$ cat src/design/tsc_defines.svh
`ifndef TSC_DEFINES_SVH
`define TSC_DEFINES_SVH
// opcodes and instruction formats
`define TSC_OP_RPLACD     6'h23
`define TSC_OP_ARRAY      6'h24
`define TSC_FMT_RR        3'h6
`define TSC_FMT_RIS       3'h7
`define TSC_FMT_RIL       3'h5
// tagged word layout: cdr code, tag, data
`define TSC_TAG_HI        37
`define TSC_TAG_LO        32
`define TSC_DATA_HI       31
`define TSC_CDR_NORMAL    2'h0
// tag codes, values arbitrary but distinct
`define TSC_TAG_FIXNUM    6'h08
`define TSC_TAG_CHAR      6'h1A
`define TSC_TAG_LOCATIVE  6'h09
`define TSC_TAG_HDR_P     6'h3C
`define TSC_TAG_HDR_I     6'h3D
`define TSC_TAG_GC_FWD    6'h3E
`define TSC_TAG_MON_FWD   6'h01
`define TSC_TAG_EVCP      6'h04
`define TSC_TAG_ONEQ_FWD  6'h02
`define TSC_TAG_HDR_FWD   6'h03
`define TSC_TAG_ELEM_FWD  6'h05
`define TSC_TAG_BOUND     6'h06
`define TSC_TAG_LOGIC     6'h07
// array descriptor word fields
`define TSC_AHR_ET_HI     31
`define TSC_AHR_ET_LO     30
`define TSC_AHR_PK_HI     29
`define TSC_AHR_PK_LO     27
`define TSC_AHR_LONG      23
`define TSC_AHR_INHIBIT   12
`define TSC_ET_FIXNUM     2'h0
`define TSC_ET_CHAR       2'h1
`define TSC_ET_BOOL       2'h2
`define TSC_CHAR_OVER_BIT 20
// register offsets and bus answers
`define TSC_REG_LIST_CODE 8'h00
`define TSC_REG_ARR_DESC  8'h04
`define TSC_REG_ARR_LEN   8'h08
`define TSC_REG_MEM_OFS   8'h0C
`define TSC_REG_PACK_SH   8'h10
`define TSC_REG_STATUS    8'h14
`define TSC_RESP_OKAY     2'h0
`define TSC_RESP_SLVERR   2'h2
`endif

$ cat src/design/tsc_pkg.sv
package tsc_pkg;
  typedef enum logic [3:0] {
    TSC_ST_IDLE = 4'h1,
    TSC_ST_RD   = 4'h2,
    TSC_ST_WR   = 4'h4,
    TSC_ST_DONE = 4'h8
  } tsc_state_e;
  typedef enum logic [3:0] {
    TSC_TRAP_NONE      = 4'h0,
    TSC_TRAP_SRC_TYPE  = 4'h1,
    TSC_TRAP_LIST_CODE = 4'h2,
    TSC_TRAP_ELEMENT   = 4'h3,
    TSC_TRAP_LONG_PFX  = 4'h4,
    TSC_TRAP_RANGE     = 4'h5,
    TSC_TRAP_PACKED    = 4'h6,
    TSC_TRAP_MEM_ERROR = 4'h7,
    TSC_TRAP_MONITOR   = 4'h8,
    TSC_TRAP_INDIRECT  = 4'h9,
    TSC_TRAP_BOUND     = 4'hA,
    TSC_TRAP_LOGIC_VAR = 4'hB,
    TSC_TRAP_TRANSPORT = 4'hC
  } tsc_trap_e;
  typedef struct packed {
    logic [5:0]  opcode;
    logic [2:0]  fmt;
    logic [5:0]  typ;
    logic [39:0] src1;
    logic [39:0] src2;
    logic [11:0] imm12;
    logic [37:0] imm38;
  } tsc_req_s;
  typedef struct packed {
    logic        req;
    logic        we;
    logic [31:0] addr;
    logic [39:0] wdata;
  } tsc_mem_s;
endpackage

$ cat src/design/tsc_store_check.sv
`timescale 1ns/1ps
`default_nettype none
`include "tsc_defines.svh"
module tsc_store_check (
  input  wire logic              clock_i,
  input  wire logic              rst_n_i,
  input  wire logic              ce_i,
  input  wire logic              req_valid_i,
  input  wire tsc_pkg::tsc_req_s req_i,
  output logic                   req_ready_o,
  output logic                   done_o,
  output tsc_pkg::tsc_trap_e     trap_o,
  output tsc_pkg::tsc_mem_s      mem_o,
  input  wire logic              mem_ack_i,
  input  wire logic [39:0]       mem_rdata_i,
  input  wire logic              mem_transport_i,
  input  wire logic [31:0]       s_axi_awaddr,
  input  wire logic              s_axi_awvalid,
  output logic                   s_axi_awready,
  input  wire logic [31:0]       s_axi_wdata,
  input  wire logic [3:0]        s_axi_wstrb,
  input  wire logic              s_axi_wvalid,
  output logic                   s_axi_wready,
  output logic [1:0]             s_axi_bresp,
  output logic                   s_axi_bvalid,
  input  wire logic              s_axi_bready,
  input  wire logic [31:0]       s_axi_araddr,
  input  wire logic              s_axi_arvalid,
  output logic                   s_axi_arready,
  output logic [31:0]            s_axi_rdata,
  output logic [1:0]             s_axi_rresp,
  output logic                   s_axi_rvalid,
  input  wire logic              s_axi_rready
);
  import tsc_pkg::*;

  typedef struct packed {
    tsc_state_e  state;
    logic        req_ready;
    logic        done;
    tsc_trap_e   trap;
    tsc_mem_s    mem;
    logic        is_arr;
    logic [1:0]  list_code;
    logic [31:0] arr_desc;
    logic [31:0] arr_len;
    logic [31:0] mem_ofs;
    logic [2:0]  pack_sh;
    logic        aw_held;
    logic        w_held;
    logic [7:0]  awaddr;
    logic [31:0] wdata;
    logic [3:0]  wstrb;
    logic        awready;
    logic        wready;
    logic        bvalid;
    logic [1:0]  bresp;
    logic        arready;
    logic        rvalid;
    logic [31:0] rdata;
    logic [1:0]  rresp;
  } tsc_st_s;

  tsc_st_s st;
  tsc_st_s next_st;

  // byte-lane merge for register writes
  function automatic logic [31:0] merge(input logic [31:0] old_v,
                                       input logic [31:0] new_v,
                                       input logic [3:0]  strb);
    logic [31:0] res;
    res = old_v;
    for (int b = 0; b < 4; b++) begin
      if (strb[b]) begin
        res[8*b +: 8] = new_v[8*b +: 8];
      end
    end
    return res;
  endfunction

  // classify the word found at the target before it is overwritten
  function automatic tsc_trap_e word_trap(input logic [5:0] tag,
                                          input logic       transport);
    tsc_trap_e t;
    t = TSC_TRAP_NONE;
    if (tag == `TSC_TAG_HDR_P || tag == `TSC_TAG_HDR_I ||
        tag == `TSC_TAG_GC_FWD) begin
      t = TSC_TRAP_MEM_ERROR;
    end else if (tag == `TSC_TAG_MON_FWD) begin
      t = TSC_TRAP_MONITOR;
    end else if (tag == `TSC_TAG_EVCP || tag == `TSC_TAG_ONEQ_FWD ||
                 tag == `TSC_TAG_HDR_FWD || tag == `TSC_TAG_ELEM_FWD) begin
      t = TSC_TRAP_INDIRECT;
    end else if (tag == `TSC_TAG_BOUND) begin
      t = TSC_TRAP_BOUND;
    end else if (tag == `TSC_TAG_LOGIC) begin
      t = TSC_TRAP_LOGIC_VAR;
    end
    // transport only overrides the deferrable word traps
    if (transport && t != TSC_TRAP_NONE && t != TSC_TRAP_MEM_ERROR) begin
      t = TSC_TRAP_TRANSPORT;
    end
    return t;
  endfunction

  // all next-state logic: store sequencer and register slave
  always_comb begin
    logic [31:0] ofs;
    logic [31:0] base;
    logic [31:0] addr;
    logic [1:0]  et;
    logic        is_arr;
    logic        accept;
    logic        elem_bad;
    tsc_trap_e   pre;
    tsc_trap_e   wt;
    next_st  = st;
    ofs      = '0;
    base     = '0;
    addr     = '0;
    elem_bad = 1'b0;
    et       = st.arr_desc[`TSC_AHR_ET_HI:`TSC_AHR_ET_LO];
    is_arr   = (req_i.opcode == `TSC_OP_ARRAY);
    accept   = req_valid_i && st.req_ready &&
               (is_arr || req_i.opcode == `TSC_OP_RPLACD);
    pre      = TSC_TRAP_NONE;
    wt       = word_trap(mem_rdata_i[`TSC_TAG_HI:`TSC_TAG_LO],
                         mem_transport_i);
    unique case (req_i.fmt)
      `TSC_FMT_RR:  ofs = st.mem_ofs;
      `TSC_FMT_RIS: ofs = {{20{req_i.imm12[11]}}, req_i.imm12};
      default:      ofs = req_i.imm38[31:0];
    endcase
    base = req_i.src1[`TSC_DATA_HI:0] + ofs;
    addr = base;
    // element store skips the descriptor word
    if (is_arr) begin
      addr = base + 32'h0000_0001;
    // locative source1 in the RIS format is itself the address
    end else if (req_i.fmt == `TSC_FMT_RIS &&
                 req_i.src1[`TSC_TAG_HI:`TSC_TAG_LO] == `TSC_TAG_LOCATIVE) begin
      addr = req_i.src1[`TSC_DATA_HI:0];
    end
    elem_bad = (et == `TSC_ET_BOOL) ||
               (et == `TSC_ET_CHAR &&
                (req_i.src2[`TSC_TAG_HI:`TSC_TAG_LO] != `TSC_TAG_CHAR ||
                 req_i.src2[`TSC_CHAR_OVER_BIT])) ||
               (et == `TSC_ET_FIXNUM &&
                req_i.src2[`TSC_TAG_HI:`TSC_TAG_LO] != `TSC_TAG_FIXNUM);
    if (req_i.src1[`TSC_TAG_HI:`TSC_TAG_LO] != req_i.typ) begin
      pre = TSC_TRAP_SRC_TYPE;
    end else if (!is_arr && st.list_code != `TSC_CDR_NORMAL) begin
      pre = TSC_TRAP_LIST_CODE;
    end else if (is_arr && elem_bad) begin
      pre = TSC_TRAP_ELEMENT;
    end else if (is_arr && st.arr_desc[`TSC_AHR_LONG] &&
                 !st.arr_desc[`TSC_AHR_INHIBIT]) begin
      pre = TSC_TRAP_LONG_PFX;
    end else if (is_arr && ofs >= st.arr_len) begin
      pre = TSC_TRAP_RANGE;
    end else if (is_arr &&
                 (st.arr_desc[`TSC_AHR_PK_HI:`TSC_AHR_PK_LO] != 3'h0 ||
                  et == `TSC_ET_CHAR)) begin
      pre = TSC_TRAP_PACKED;
    end

    // store sequencer: pre-checks, read old word, then write
    unique case (st.state)
      TSC_ST_IDLE: begin
        if (accept) begin
          next_st.is_arr = is_arr;
          next_st.mem.addr = addr;
          next_st.mem.wdata = req_i.src2;
          // packing encoding captured on every element store
          if (is_arr) begin
            next_st.pack_sh = st.arr_desc[`TSC_AHR_PK_HI:`TSC_AHR_PK_LO];
          end
          if (pre != TSC_TRAP_NONE) begin
            next_st.trap = pre;
            next_st.done = 1'b1;
            next_st.state = TSC_ST_DONE;
          end else begin
            next_st.mem.req = 1'b1;
            next_st.mem.we = 1'b0;
            next_st.state = TSC_ST_RD;
          end
        end
      end
      TSC_ST_RD: begin
        if (mem_ack_i) begin
          // word traps only reached once array checks pass
          if (wt != TSC_TRAP_NONE) begin
            next_st.mem.req = 1'b0;
            next_st.trap = wt;
            next_st.done = 1'b1;
            next_st.state = TSC_ST_DONE;
          // write issued only when nothing trapped
          end else begin
            next_st.mem.we = 1'b1;
            next_st.state = TSC_ST_WR;
          end
        end
      end
      TSC_ST_WR: begin
        if (mem_ack_i) begin
          next_st.mem.req = 1'b0;
          next_st.mem.we = 1'b0;
          next_st.trap = TSC_TRAP_NONE;
          next_st.done = 1'b1;
          next_st.state = TSC_ST_DONE;
        end
      end
      TSC_ST_DONE: begin
        next_st.done = 1'b0;
        next_st.state = TSC_ST_IDLE;
      end
    endcase
    next_st.req_ready = (next_st.state == TSC_ST_IDLE);

    // bus write: address and data taken in either order
    if (st.bvalid && s_axi_bready) begin
      next_st.bvalid = 1'b0;
    end
    if (s_axi_awvalid && st.awready) begin
      next_st.aw_held = 1'b1;
      next_st.awaddr = s_axi_awaddr[7:0];
    end
    if (s_axi_wvalid && st.wready) begin
      next_st.w_held = 1'b1;
      next_st.wdata = s_axi_wdata;
      next_st.wstrb = s_axi_wstrb;
    end
    if (next_st.aw_held && next_st.w_held && !next_st.bvalid) begin
      next_st.aw_held = 1'b0;
      next_st.w_held = 1'b0;
      next_st.bvalid = 1'b1;
      next_st.bresp = `TSC_RESP_OKAY;
      unique case (next_st.awaddr)
        // only the low byte lane reaches the two-bit field
        `TSC_REG_LIST_CODE: next_st.list_code =
          next_st.wstrb[0] ? next_st.wdata[1:0] : st.list_code;
        `TSC_REG_ARR_DESC: next_st.arr_desc =
          merge(st.arr_desc, next_st.wdata, next_st.wstrb);
        `TSC_REG_ARR_LEN: next_st.arr_len =
          merge(st.arr_len, next_st.wdata, next_st.wstrb);
        `TSC_REG_MEM_OFS: next_st.mem_ofs =
          merge(st.mem_ofs, next_st.wdata, next_st.wstrb);
        `TSC_REG_PACK_SH, `TSC_REG_STATUS: ; // read-only, ignored
        default: next_st.bresp = `TSC_RESP_SLVERR;
      endcase
    end
    // ready only while a slot is free, so no beat is dropped
    next_st.awready = !next_st.aw_held && !next_st.bvalid;
    next_st.wready = !next_st.w_held && !next_st.bvalid;

    // bus read: one outstanding, answer one cycle after arrival
    if (st.rvalid && s_axi_rready) begin
      next_st.rvalid = 1'b0;
    end
    if (s_axi_arvalid && st.arready) begin
      next_st.rvalid = 1'b1;
      next_st.rresp = `TSC_RESP_OKAY;
      unique case (s_axi_araddr[7:0])
        `TSC_REG_LIST_CODE: next_st.rdata = {30'h0, st.list_code};
        `TSC_REG_ARR_DESC:  next_st.rdata = st.arr_desc;
        `TSC_REG_ARR_LEN:   next_st.rdata = st.arr_len;
        `TSC_REG_MEM_OFS:   next_st.rdata = st.mem_ofs;
        `TSC_REG_PACK_SH:   next_st.rdata = {29'h0, st.pack_sh};
        `TSC_REG_STATUS:    next_st.rdata = {23'h0, st.state, 1'b0, st.trap};
        default: begin
          next_st.rdata = '0;
          next_st.rresp = `TSC_RESP_SLVERR;
        end
      endcase
    end
    next_st.arready = !next_st.rvalid;
  end

  // state register; ce low freezes every field
  always_ff @(posedge clock_i or negedge rst_n_i) begin
    if (!rst_n_i) begin
      st <= '0;
      st.state <= TSC_ST_IDLE;
    end else if (ce_i) begin
      st <= next_st;
    end
  end

  // outputs taken straight from the state register
  assign req_ready_o   = st.req_ready;
  assign done_o        = st.done;
  assign trap_o        = st.trap;
  assign mem_o         = st.mem;
  assign s_axi_awready = st.awready;
  assign s_axi_wready  = st.wready;
  assign s_axi_bvalid  = st.bvalid;
  assign s_axi_bresp   = st.bresp;
  assign s_axi_arready = st.arready;
  assign s_axi_rvalid  = st.rvalid;
  assign s_axi_rdata   = st.rdata;
  assign s_axi_rresp   = st.rresp;

  // checks; the request and memory ones gated by ce_i, the write and bus ones sampled on every cycle
  logic acc_c;
  logic tag_ok;
  logic wt_ok;
  assign acc_c  = ce_i && req_valid_i && st.req_ready;
  assign tag_ok = req_i.src1[`TSC_TAG_HI:`TSC_TAG_LO] == req_i.typ;
  // trap_o keeps the last trap, so the write check looks at the old word
  assign wt_ok  = word_trap(mem_rdata_i[`TSC_TAG_HI:`TSC_TAG_LO],
                            mem_transport_i) == TSC_TRAP_NONE;

  function automatic logic elem_chk();
    return st.arr_desc[`TSC_AHR_ET_HI:`TSC_AHR_ET_LO] == `TSC_ET_BOOL ||
           st.arr_desc[`TSC_AHR_ET_HI:`TSC_AHR_ET_LO] == `TSC_ET_CHAR ||
           req_i.src2[`TSC_TAG_HI:`TSC_TAG_LO] != `TSC_TAG_FIXNUM;
  endfunction
endmodule
`default_nettype wire

$ cat config.mk
export PLATFORM = sky130hd
export DESIGN_NAME = tsc_store_check
export DESIGN_NICKNAME = d
export VERILOG_FILES = /design/src/design/tsc_pkg.sv /design/src/design/tsc_store_check.sv
export VERILOG_INCLUDE_DIRS = /design/src /design/src/design
export SDC_FILE = /design/constraint.sdc
export NUM_CORES = 1
export LEC_CHECK = 0
export ABC_AREA = 1
export BUFFER_PORTS_ARGS = -buffer_cell sky130_fd_sc_hd__buf_2
export CELL_PAD_IN_SITES_DETAIL_PLACEMENT = 1
export CELL_PAD_IN_SITES_GLOBAL_PLACEMENT = 2
export CORE_MARGIN = 4
export CORE_UTILIZATION = 33
export CTS_BUF_LIST = sky130_fd_sc_hd__clkbuf_8
export DETAILED_ROUTE_END_ITERATION = 8
export GPL_TIMING_DRIVEN = 0
export PLACE_DENSITY_LB_ADDON = 0.05
export SETUP_SLACK_MARGIN = 0.05
export SYNTH_ARGS = -nofsm -noshare
export SYNTH_HDL_FRONTEND = slang
export SYNTH_SLANG_ARGS = --single-unit
$ cat constraint.sdc
create_clock -name clock_i -period 9.15 [get_ports clock_i]
set_input_delay 0.4575 -clock clock_i [delete_from_list [all_inputs] [get_ports clock_i]]
set_output_delay 0.4575 -clock clock_i [all_outputs]
set_load 0.01 [all_outputs]
After elaboration in Yosys (flattened, before gate mapping)
Index checks and enable logic that the tools add are counted.

cells by class
  eq/ne operators = 43
  multiplexer cells = 42
  $lt $le $gt $ge = 1
  reduce and logical (&&, ||, !) cells = 71
  add/sub/neg operators = 2

operators with widths
  cell                     number
  $pmux W32 S6             1
  $mux W80                 1
  $mux W32                 2
  $pmux W32 S2             1
  $reduce_and A4 Y1        14
  $mux W4                  11
  $mux W36                 1
  $mux W35                 1
  $add A32 B1 Y32 const B  1
  $add A32 B32 Y32         1
  $eq A8 B4 Y1 const B     4
  $eq A8 B5 Y1 const B     4
  $ge A32 B32 Y1           1
  $eq A6 B6 Y1 const B     5
  $eq A6 B3 Y1 const B     4
  $logic_and A1 B1 Y1      22
  $mux W3                  7
  $reduce_and A7 Y1        3
  $pmux W6 S3              1
  $eq A8 B3 Y1 const B     2
  $logic_not A8 Y1         2
  $pmux W4 S4              1
  $mux W7                  2
  $ne A2 B2 Y1 const B     7
  other kinds (30)         60

storage, ports and cells
  input bits = 296
  register bits after elaboration = 273

Depth between registers and ports, before layout
Gate-level depths: netlist of run 1.

  depth after elaboration = 16
  depth in mapped cells = 29
  mapped depth without buffers = 28

Worst setup path after synthesis of run 1
Ideal clock, no wire load.

  path kind = input to register
  start point = input req_i[136] (netlist bit)
  end point = register st, in the netlist mem_o[58]
  slack = 5682 ps
  data required time = 9028 ps
  setup time = 122 ps
  stages = 25
  buffers on the path = 2
  arrival = 3346 ps
  cell sequence = inv_1 clkbuf_1 nor2_1 inv_1 clkbuf_1 o21a_1 inv_1 fa_1 inv_1 nand3_1 nand2_4 nand2_1 nand2_2 nand2_1 nand2_2 inv_1 nor2_2 nand2_2 nor2_4 nand3_2 nor2_4 nand2_1 xor2_1 nand2_1 a21oi_1

on the way
  word-level cells in the longest chain between the ends = 5
  elaborated cells between the ends (all ways) = 8
  classes of those cells = 2 x add/sub; 2 x eq/ne; 3 x mux; 1 x reduce/logical

ends and longest elaborated chain
  what                                         line                                            source
  from (decl)                                  tsc_store_check.sv:9                            input wire tsc_pkg::tsc_req_s req_i,
  $eq A3 B3 Y1                                 tsc_store_check.sv:129                          unique case (req_i.fmt)
  $pmux W32 S2                                 tsc_store_check.sv:129
  $add A32 B32 Y32                             tsc_store_check.sv:134                          base = req_i.src1[`TSC_DATA_HI:0] + ofs;
  $add A32 B1 Y32 or $mux W32 (tied branches)  tsc_store_check.sv:138, tsc_store_check.sv:140
  $mux W32 (*)                                 tsc_store_check.sv:137                          if (is_arr) begin
  to (signal assigned)                         tsc_store_check.sv:285                          st <= next_st;
  to (decl)                                    tsc_store_check.sv:64                           tsc_st_s st;

Every way passes the cells marked *; elsewhere a longest branch is shown, timed or not.
A chain may end at the register's enable or synchronous reset.

Worst setup path after layout of run 1
  start point = input req_i[136] (netlist bit)
  end point = register st, in the netlist mem_o[71]

Same word-level chain as after synthesis.

==> results of run 1 <==
[worst max-delay path: cells and delay by family]
family	cells	cell delay (ns)
simple gates	16	2.32
buf+inv	7	1.50
compound gates	3	0.65
fa+ha+maj	1	0.38
[where the power goes]
part           internal, W  switching [W]  leakage (nW)
combinational     0.000428       0.000894          7.48
sequential         0.00140       0.000123          3.55
clock             0.000650       0.000552         0.609
[registers in the layout, indices dropped and copies added, names as in the netlist]
register and cells:
st 151, s_axi_rdata 32, trap_o 4, s_axi_bvalid 1, s_axi_arready 1, s_axi_wready 1, s_axi_rvalid 1, s_axi_awready 1
s_axi_bresp 1, done_o 1, s_axi_rresp 1, mem_o 74, req_ready_o 1
[per-layer routing]
layer	vias up	share of wire, %	GRT usage (%)
met2	336	49	43.2
met1	8823	45	32.7
met5	-	0	0
met4	0	2.9	7.10
li1	8948	-	-
met3	90	3.5	2.65
[per-stage QoR]
stage	instances	hold slack, ns
6_report	3755	0.0546
5_1_grt	3755	0.0220
4_1_cts	3754	0.000234
3_5_place_dp	3643	0.464
3_3_place_gp	3641	0.456
2_1_floorplan	2579	0.162
[final cells by class]
class | count | area [um^2] | area share [%]
Tap cell | 739 | 925 | 4.18
Antenna cell | 1 | 2.50 | 0.0113
Timing Repair Buffer | 344 | 1870 | 8.47
Inverter | 357 | 1340 | 6.06
Multi-Input combinational cell | 1763 | 9010 | 40.7
Clock buffer | 63 | 867 | 3.92
Clock inverter | 29 | 169 | 0.764
Sequential cell | 270 | 6760 | 30.6
Buffer | 189 | 1170 | 5.30
[logic make-up (layout without fill, tap and decap cells)]
kind of cell             count (synthesis)  in the layout  synth area share, %
AO/OA/AOI/OAI                          475            475                 14.6
XOR/XNOR                                18             18                0.986
adder cells (fa/ha/maj)                 65             65                 4.49
buffers and inverters                  546            982                 13.7
flip-flops                             270            270                 37.0
multiplexers                            26             26                 1.44
other                                    1              3               0.0205
AND/OR/NAND/NOR                       1177           1177                 27.7
[cells in the final DEF, fill, tap and decap left out, drive strengths merged, types with 2 or more instances in the layout]
cell type      n
dlygate4sd3   19
o31ai          3
o21ai        263
clkinv         9
xnor2          6
clkbuf       117
nand4         28
a2bb2oi        4
a221oi         6
o22ai         37
a311oi         2
a21boi         3
nand2        815
xor2          12
a31oi          6
o221ai         3
conb           2
a211oi         2
nand3         91
nor4          10
mux2i         24
mux2           2
nor2         184
nor3          25
or2           10
o211ai        12
and2           8
o21bai         2
dfrtp        269
o21a          29
inv          375
buf          460
a21oi         95
nand3b         5
ha            64
o2111ai        3
[worst max-delay path by stage]
stage / start / end / slack (ns) / cells after the start
finish: req_i[136] / mem_o[71] / 4.34 / 27
global route: req_i[136] / mem_o[71] / 3.96 / 26
CTS: req_i[136] / mem_o[71] / 4.33 / 27
detailed placement: req_i[136] / mem_o[71] / 3.64 / 27
global placement: rst_n_i / st[66] / 2.22 / 1
floorplan: req_i[136] / mem_o[58] / 5.68 / 25
==> results.yml, run 1 <==
clocking:
  holdBufCountCts: 19
  clk_pin_slew_ns: 0.06
  cts-htree-levels: 2
  root_buffer: "clkbuf_8"
  cts_tree: "yes"
  worstSkewPairLatency_ns: 0.66
  cts_setup_buffers: 0
  cts_buffers: 51
  cts.repair.resized: 0
  clk_path_buf_depth: 3
  cts.sinks: 270
floorplanning:
  core_area_mm2: 0.0543
  die_area_mm2: 0.0592
  ioPinCount: 417
  start_util_pct: 33.6
  die_w_um: 243
  rows: 85
  die_h_um: 243
worst_setup_path:
  end_kind: "register"
  cpMostUsedCell: "nand2_1"
  r2r-end: "mem_o[71]"
  path_max_fanout: 10
  startpoint_type: "input port"
  critPathMaxStageDelay_ns: 0.50
  critPathRequiredTime_ns: 9.66
  crit_type: "in2reg"
  cp_slowest_cell: "clkbuf_1"
  worstPathArrival_ns: 5.33
  rrSetupSlack_ns: 5.22
  reg2reg_from: "st[90]"
  reg2reg_depth: 22
drt:
  avgRoutedWirePerCell_um: 19.9
  drt_pass1_iterations: 5
  ant_nets: 0
  drt_iter0_markers: 893
  wirelength_um: 74600
  drc: 0
  vias: 18200
  viasPerCell: 4.85
status:
  status: "complete, no violations"
synthesis:
  synth_ff_type: "dfrtp_1"
  synth.avg_cell_area_um2: 7.09
  syn_inst: 2578
  ys_types: 62
  synth_warnings: 0
  synth.most_common_cell: "nand2_1"
  async_flop_share_pct: 100
  synth-edff-count: 0
  synth_seq_area_share_pct: 37.0
  synth.area.top_cells: "dfrtp_1 (37%), nand2_1 (16%), inv_1 (7.0%), o21ai_0 (7.0%), buf_4 (4.8%)"
  synth_top_area_share_pct: 36.8
  syn-cell-area_mm2: 0.0183
  yosys.area.top_type: "dfrtp_1"
  synth_common_cells: "nand2_1 (788), inv_1 (343), dfrtp_1 (269)"
  synth_seq_cells: 270
timing:
  slew_headroom_pct: 29.4
  setup_viol: 0
  finClkSkew_ns: 0.0557
  rsz0062_at_grt: "no"
  min_period_ns: 4.81
  maxSlewViolCount: 0
  setup_tns_ns: 0
  period_share_pct: 52.6
  fmax_ghz: 0.208
  fin_ws_ns: 4.34
  tightest_slew_ns: 1.05
  finalHoldViolCount: 0
finish:
  finalNetCount: 3337
  drive_gt1_share_pct: 21.2
  utilization_pct: 40.7
  num-fill-cells: 7054
  syn2layout_area_growth_pct: 21.0
  fin_area_mm2: 0.0221
placement:
  placed_cell_area_mm2: 0.0209
  place.gp.congestion: 0.895
  dpl_worst_slack_ns: 3.64
  dp_hpwl_um: 61400
  portBuffers: 323
pwr:
  p_leak_nw: 11.6
  powerDensity_mw_per_mm2: 183
  p_total_w: 0.00405
  peakVddDrop_v: 0.000133
worst_hold_path:
  hold_end: "mem_o[5]"
  worstHoldPathType: "in2reg"
  worstHoldStart: "req_i[55]"
  hold_depth: 3
global_route:
  overflow: 0
  grt_max_degree: 105
  antenna_found_initial: 1
  grt_pass1_vias: 19000
  track_usage_pct: 24.8
  grt_pass1_wl_um: 114000
flow_run:
  cap_violations: 0
Note: power is estimated with default switching activity, not from simulation.
==> inputs of run 2 (changes only) <==
--- a/config.mk
+++ b/config.mk
@@ -11,7 +11,7 @@
 export CELL_PAD_IN_SITES_DETAIL_PLACEMENT = 1
 export CELL_PAD_IN_SITES_GLOBAL_PLACEMENT = 2
 export CORE_MARGIN = 4
-export CORE_UTILIZATION = 33
+export CORE_UTILIZATION = 28
 export CTS_BUF_LIST = sky130_fd_sc_hd__clkbuf_8
 export DETAILED_ROUTE_END_ITERATION = 8
 export GPL_TIMING_DRIVEN = 0
==> constraint.sdc (replaced) <==
create_clock -name clock_i -period 4.1 [get_ports clock_i]
set_input_delay 0.205 -clock clock_i [delete_from_list [all_inputs] [get_ports clock_i]]
set_output_delay 0.205 -clock clock_i [all_outputs]
set_load 0.01 [all_outputs]
==> run 2 against run 1 <==
  * Non-clock buffer count up 84
  * Core utilization down 4.7 points
  * Critical endpoint is now mem_o[67]
  * Die area up 17%
  * Sequential power up 120%
  * Clock skew down 0.030 ns
  * Largest cell class unchanged
  * Clock power up 140%
  * Setup slack worse by 4.0 ns
==> results.yml, run 2 (synthesis results as in run 1) <==
worst_setup_path:
  critPathRequiredTime_ns: 4.65
  worstPathArrival_ns: 4.31
  cpMostUsedCell: "nand2_1"
  path_max_fanout: 10
  reg2reg_depth: 22
  crit_type: "in2reg"
  startpoint_type: "input port"
  rrSetupSlack_ns: 0.42
  end_kind: "register"
  cp_slowest_cell: "ha_1"
  critPathMaxStageDelay_ns: 0.45
clocking:
  cts-htree-levels: 2
  worstSkewPairLatency_ns: 0.66
  cts.sinks: 270
  cts_tree: "yes"
  root_buffer: "clkbuf_8"
  clk_pin_slew_ns: 0.06
  cts_buffers: 52
  clk_path_buf_depth: 3
drt:
  viasPerCell: 4.67
  avgRoutedWirePerCell_um: 19.9
  drt_iter0_markers: 727
  drc: 0
  vias: 18500
  drt_pass1_iterations: 5
  ant_nets: 0
  wirelength_um: 78600
finish:
  largest_register_ffs: 151
  drive_gt1_share_pct: 21.2
  syn2layout_area_growth_pct: 27.0
  regMostFlops: "st"
  multi_input_comb_area_mm2: 0.00904
  final_common_cell: "nand2_1"
  fin_area_mm2: 0.0232
  mostFrequentLayoutCells: "nand2_1 (788), inv_1 (359), buf_2 (337)"
  num-fill-cells: 8206
  final_cells: 3959
  finalNetCount: 3422
  regArea_mm2: 0.00676
flow_run:
  cap_violations: 0
timing:
  maxSlewViolCount: 0
  finalHoldViolCount: 0
  period_share_pct: 91.9
  fin_hold_ws_ns: 0.0572
  min_period_ns: 3.77
  finClkSkew_ns: 0.0258
  tightest_slew_ns: 1.09
  rsz0062_at_grt: "yes"
  setup_viol: 0
  slew_headroom_pct: 26.7
  fmax_ghz: 0.266
floorplanning:
  die_w_um: 263
  ioPinCount: 417
  die_h_um: 263
  rows: 93
  die_area_mm2: 0.0694
  core_area_mm2: 0.0646
  start_util_pct: 28.3
global_route:
  grt_pass1_wl_um: 119000
  grt_pass1_vias: 20000
  track_usage_pct: 22.1
  overflow: 0
  antenna_found_initial: 4
  grt_max_degree: 111
placement:
  place.gp.congestion: 0.857
  dp_hpwl_um: 64000
  place_inst: 3759
  portBuffers: 323
  placed_cell_area_mm2: 0.0210
worst_hold_path:
  hold_depth: 5
  worstHoldPathType: "in2reg"
pwr:
  powerDensity_mw_per_mm2: 402
  p_total_w: 0.00934
  p_leak_nw: 12.0
  peakVddDrop_v: 0.000228
status:
  status: "complete, no violations"
-- run 2: changes by cell type in the layout (fill, tap and decap cells not counted), sizes merged --
cell         previous run  this run
clkinv                  9         8
bufinv                  1         2
buf                   460       463
clkbuf                117       120
clkinvlp                1         3
dlygate4sd3            19       101
inv                   375       372
diode                   1         2
-- run 2: path summary, 6_finish.rpt --
path / startpoint / endpoint
max in group asynchronous: rst_n_i / st[64]
setup / recovery: req_i[137] / mem_o[67]
hold reg to reg: mem_o[17] / mem_o[17]
setup reg to reg: st[90] / mem_o[63]
min in group asynchronous: rst_n_i / mem_o[30]
hold / removal: s_axi_wstrb[0] / st[41]
-- run 2: worst max-delay path: cells and delay by family --
kind / cells / cell delay [ns]
AOI/OAI and AO/OA: 2 / 0.41
adders and majority gates: 1 / 0.45
buffers and inverters: 4 / 0.59
and+or+nand+nor: 18 / 2.66
-- run 2: repair_timing --
action / CTS / global route
buffers inserted: 0 / 3
resized for setup: 2 / 13
pin swaps: 0 / 2
hold endpoints to repair: 195 / 0
hold buffers: 101 / 0
setup endpoints to repair: 22 / 18
gates cloned: 0 / 0
-- run 2: area by class of cell --
type	instances	area share, %
antenna	2	0.0216
buffer	188	5.05
clock buffer	67	3.97
clock inverter	28	0.819
inverter	357	5.79
multi-input combinational	1763	38.9
sequential	270	29.1
tap	855	4.61
timing repair buffer	429	11.7
-- run 2: routing by layer --
metal | global-route usage, % | routed length [um]
met4 | 6.67 | 2500
met5 | 0 | 13
met1 | 28.1 | 35100
met3 | 2.79 | 2200
met2 | 39.3 | 38800
-- run 2: metrics by stage --
stage / setup WS, ns / util [%] / setup TNS (ns)
after floorplan: 0.884 / - / 0
final: 0.334 / 35.9 / 0
after detailed placement: -1.19 / 32.6 / -28.21
after CTS: 0.128 / 35.8 / 0
after global placement: -2.75 / 32.5 / -740.79
after global routing: 0.0369 / 35.9 / 0
-- run 2: report_power, final --
group          internal (W)  switching (W)
logic               0.00101        0.00204
registers           0.00313       0.000270
clock network       0.00160        0.00129
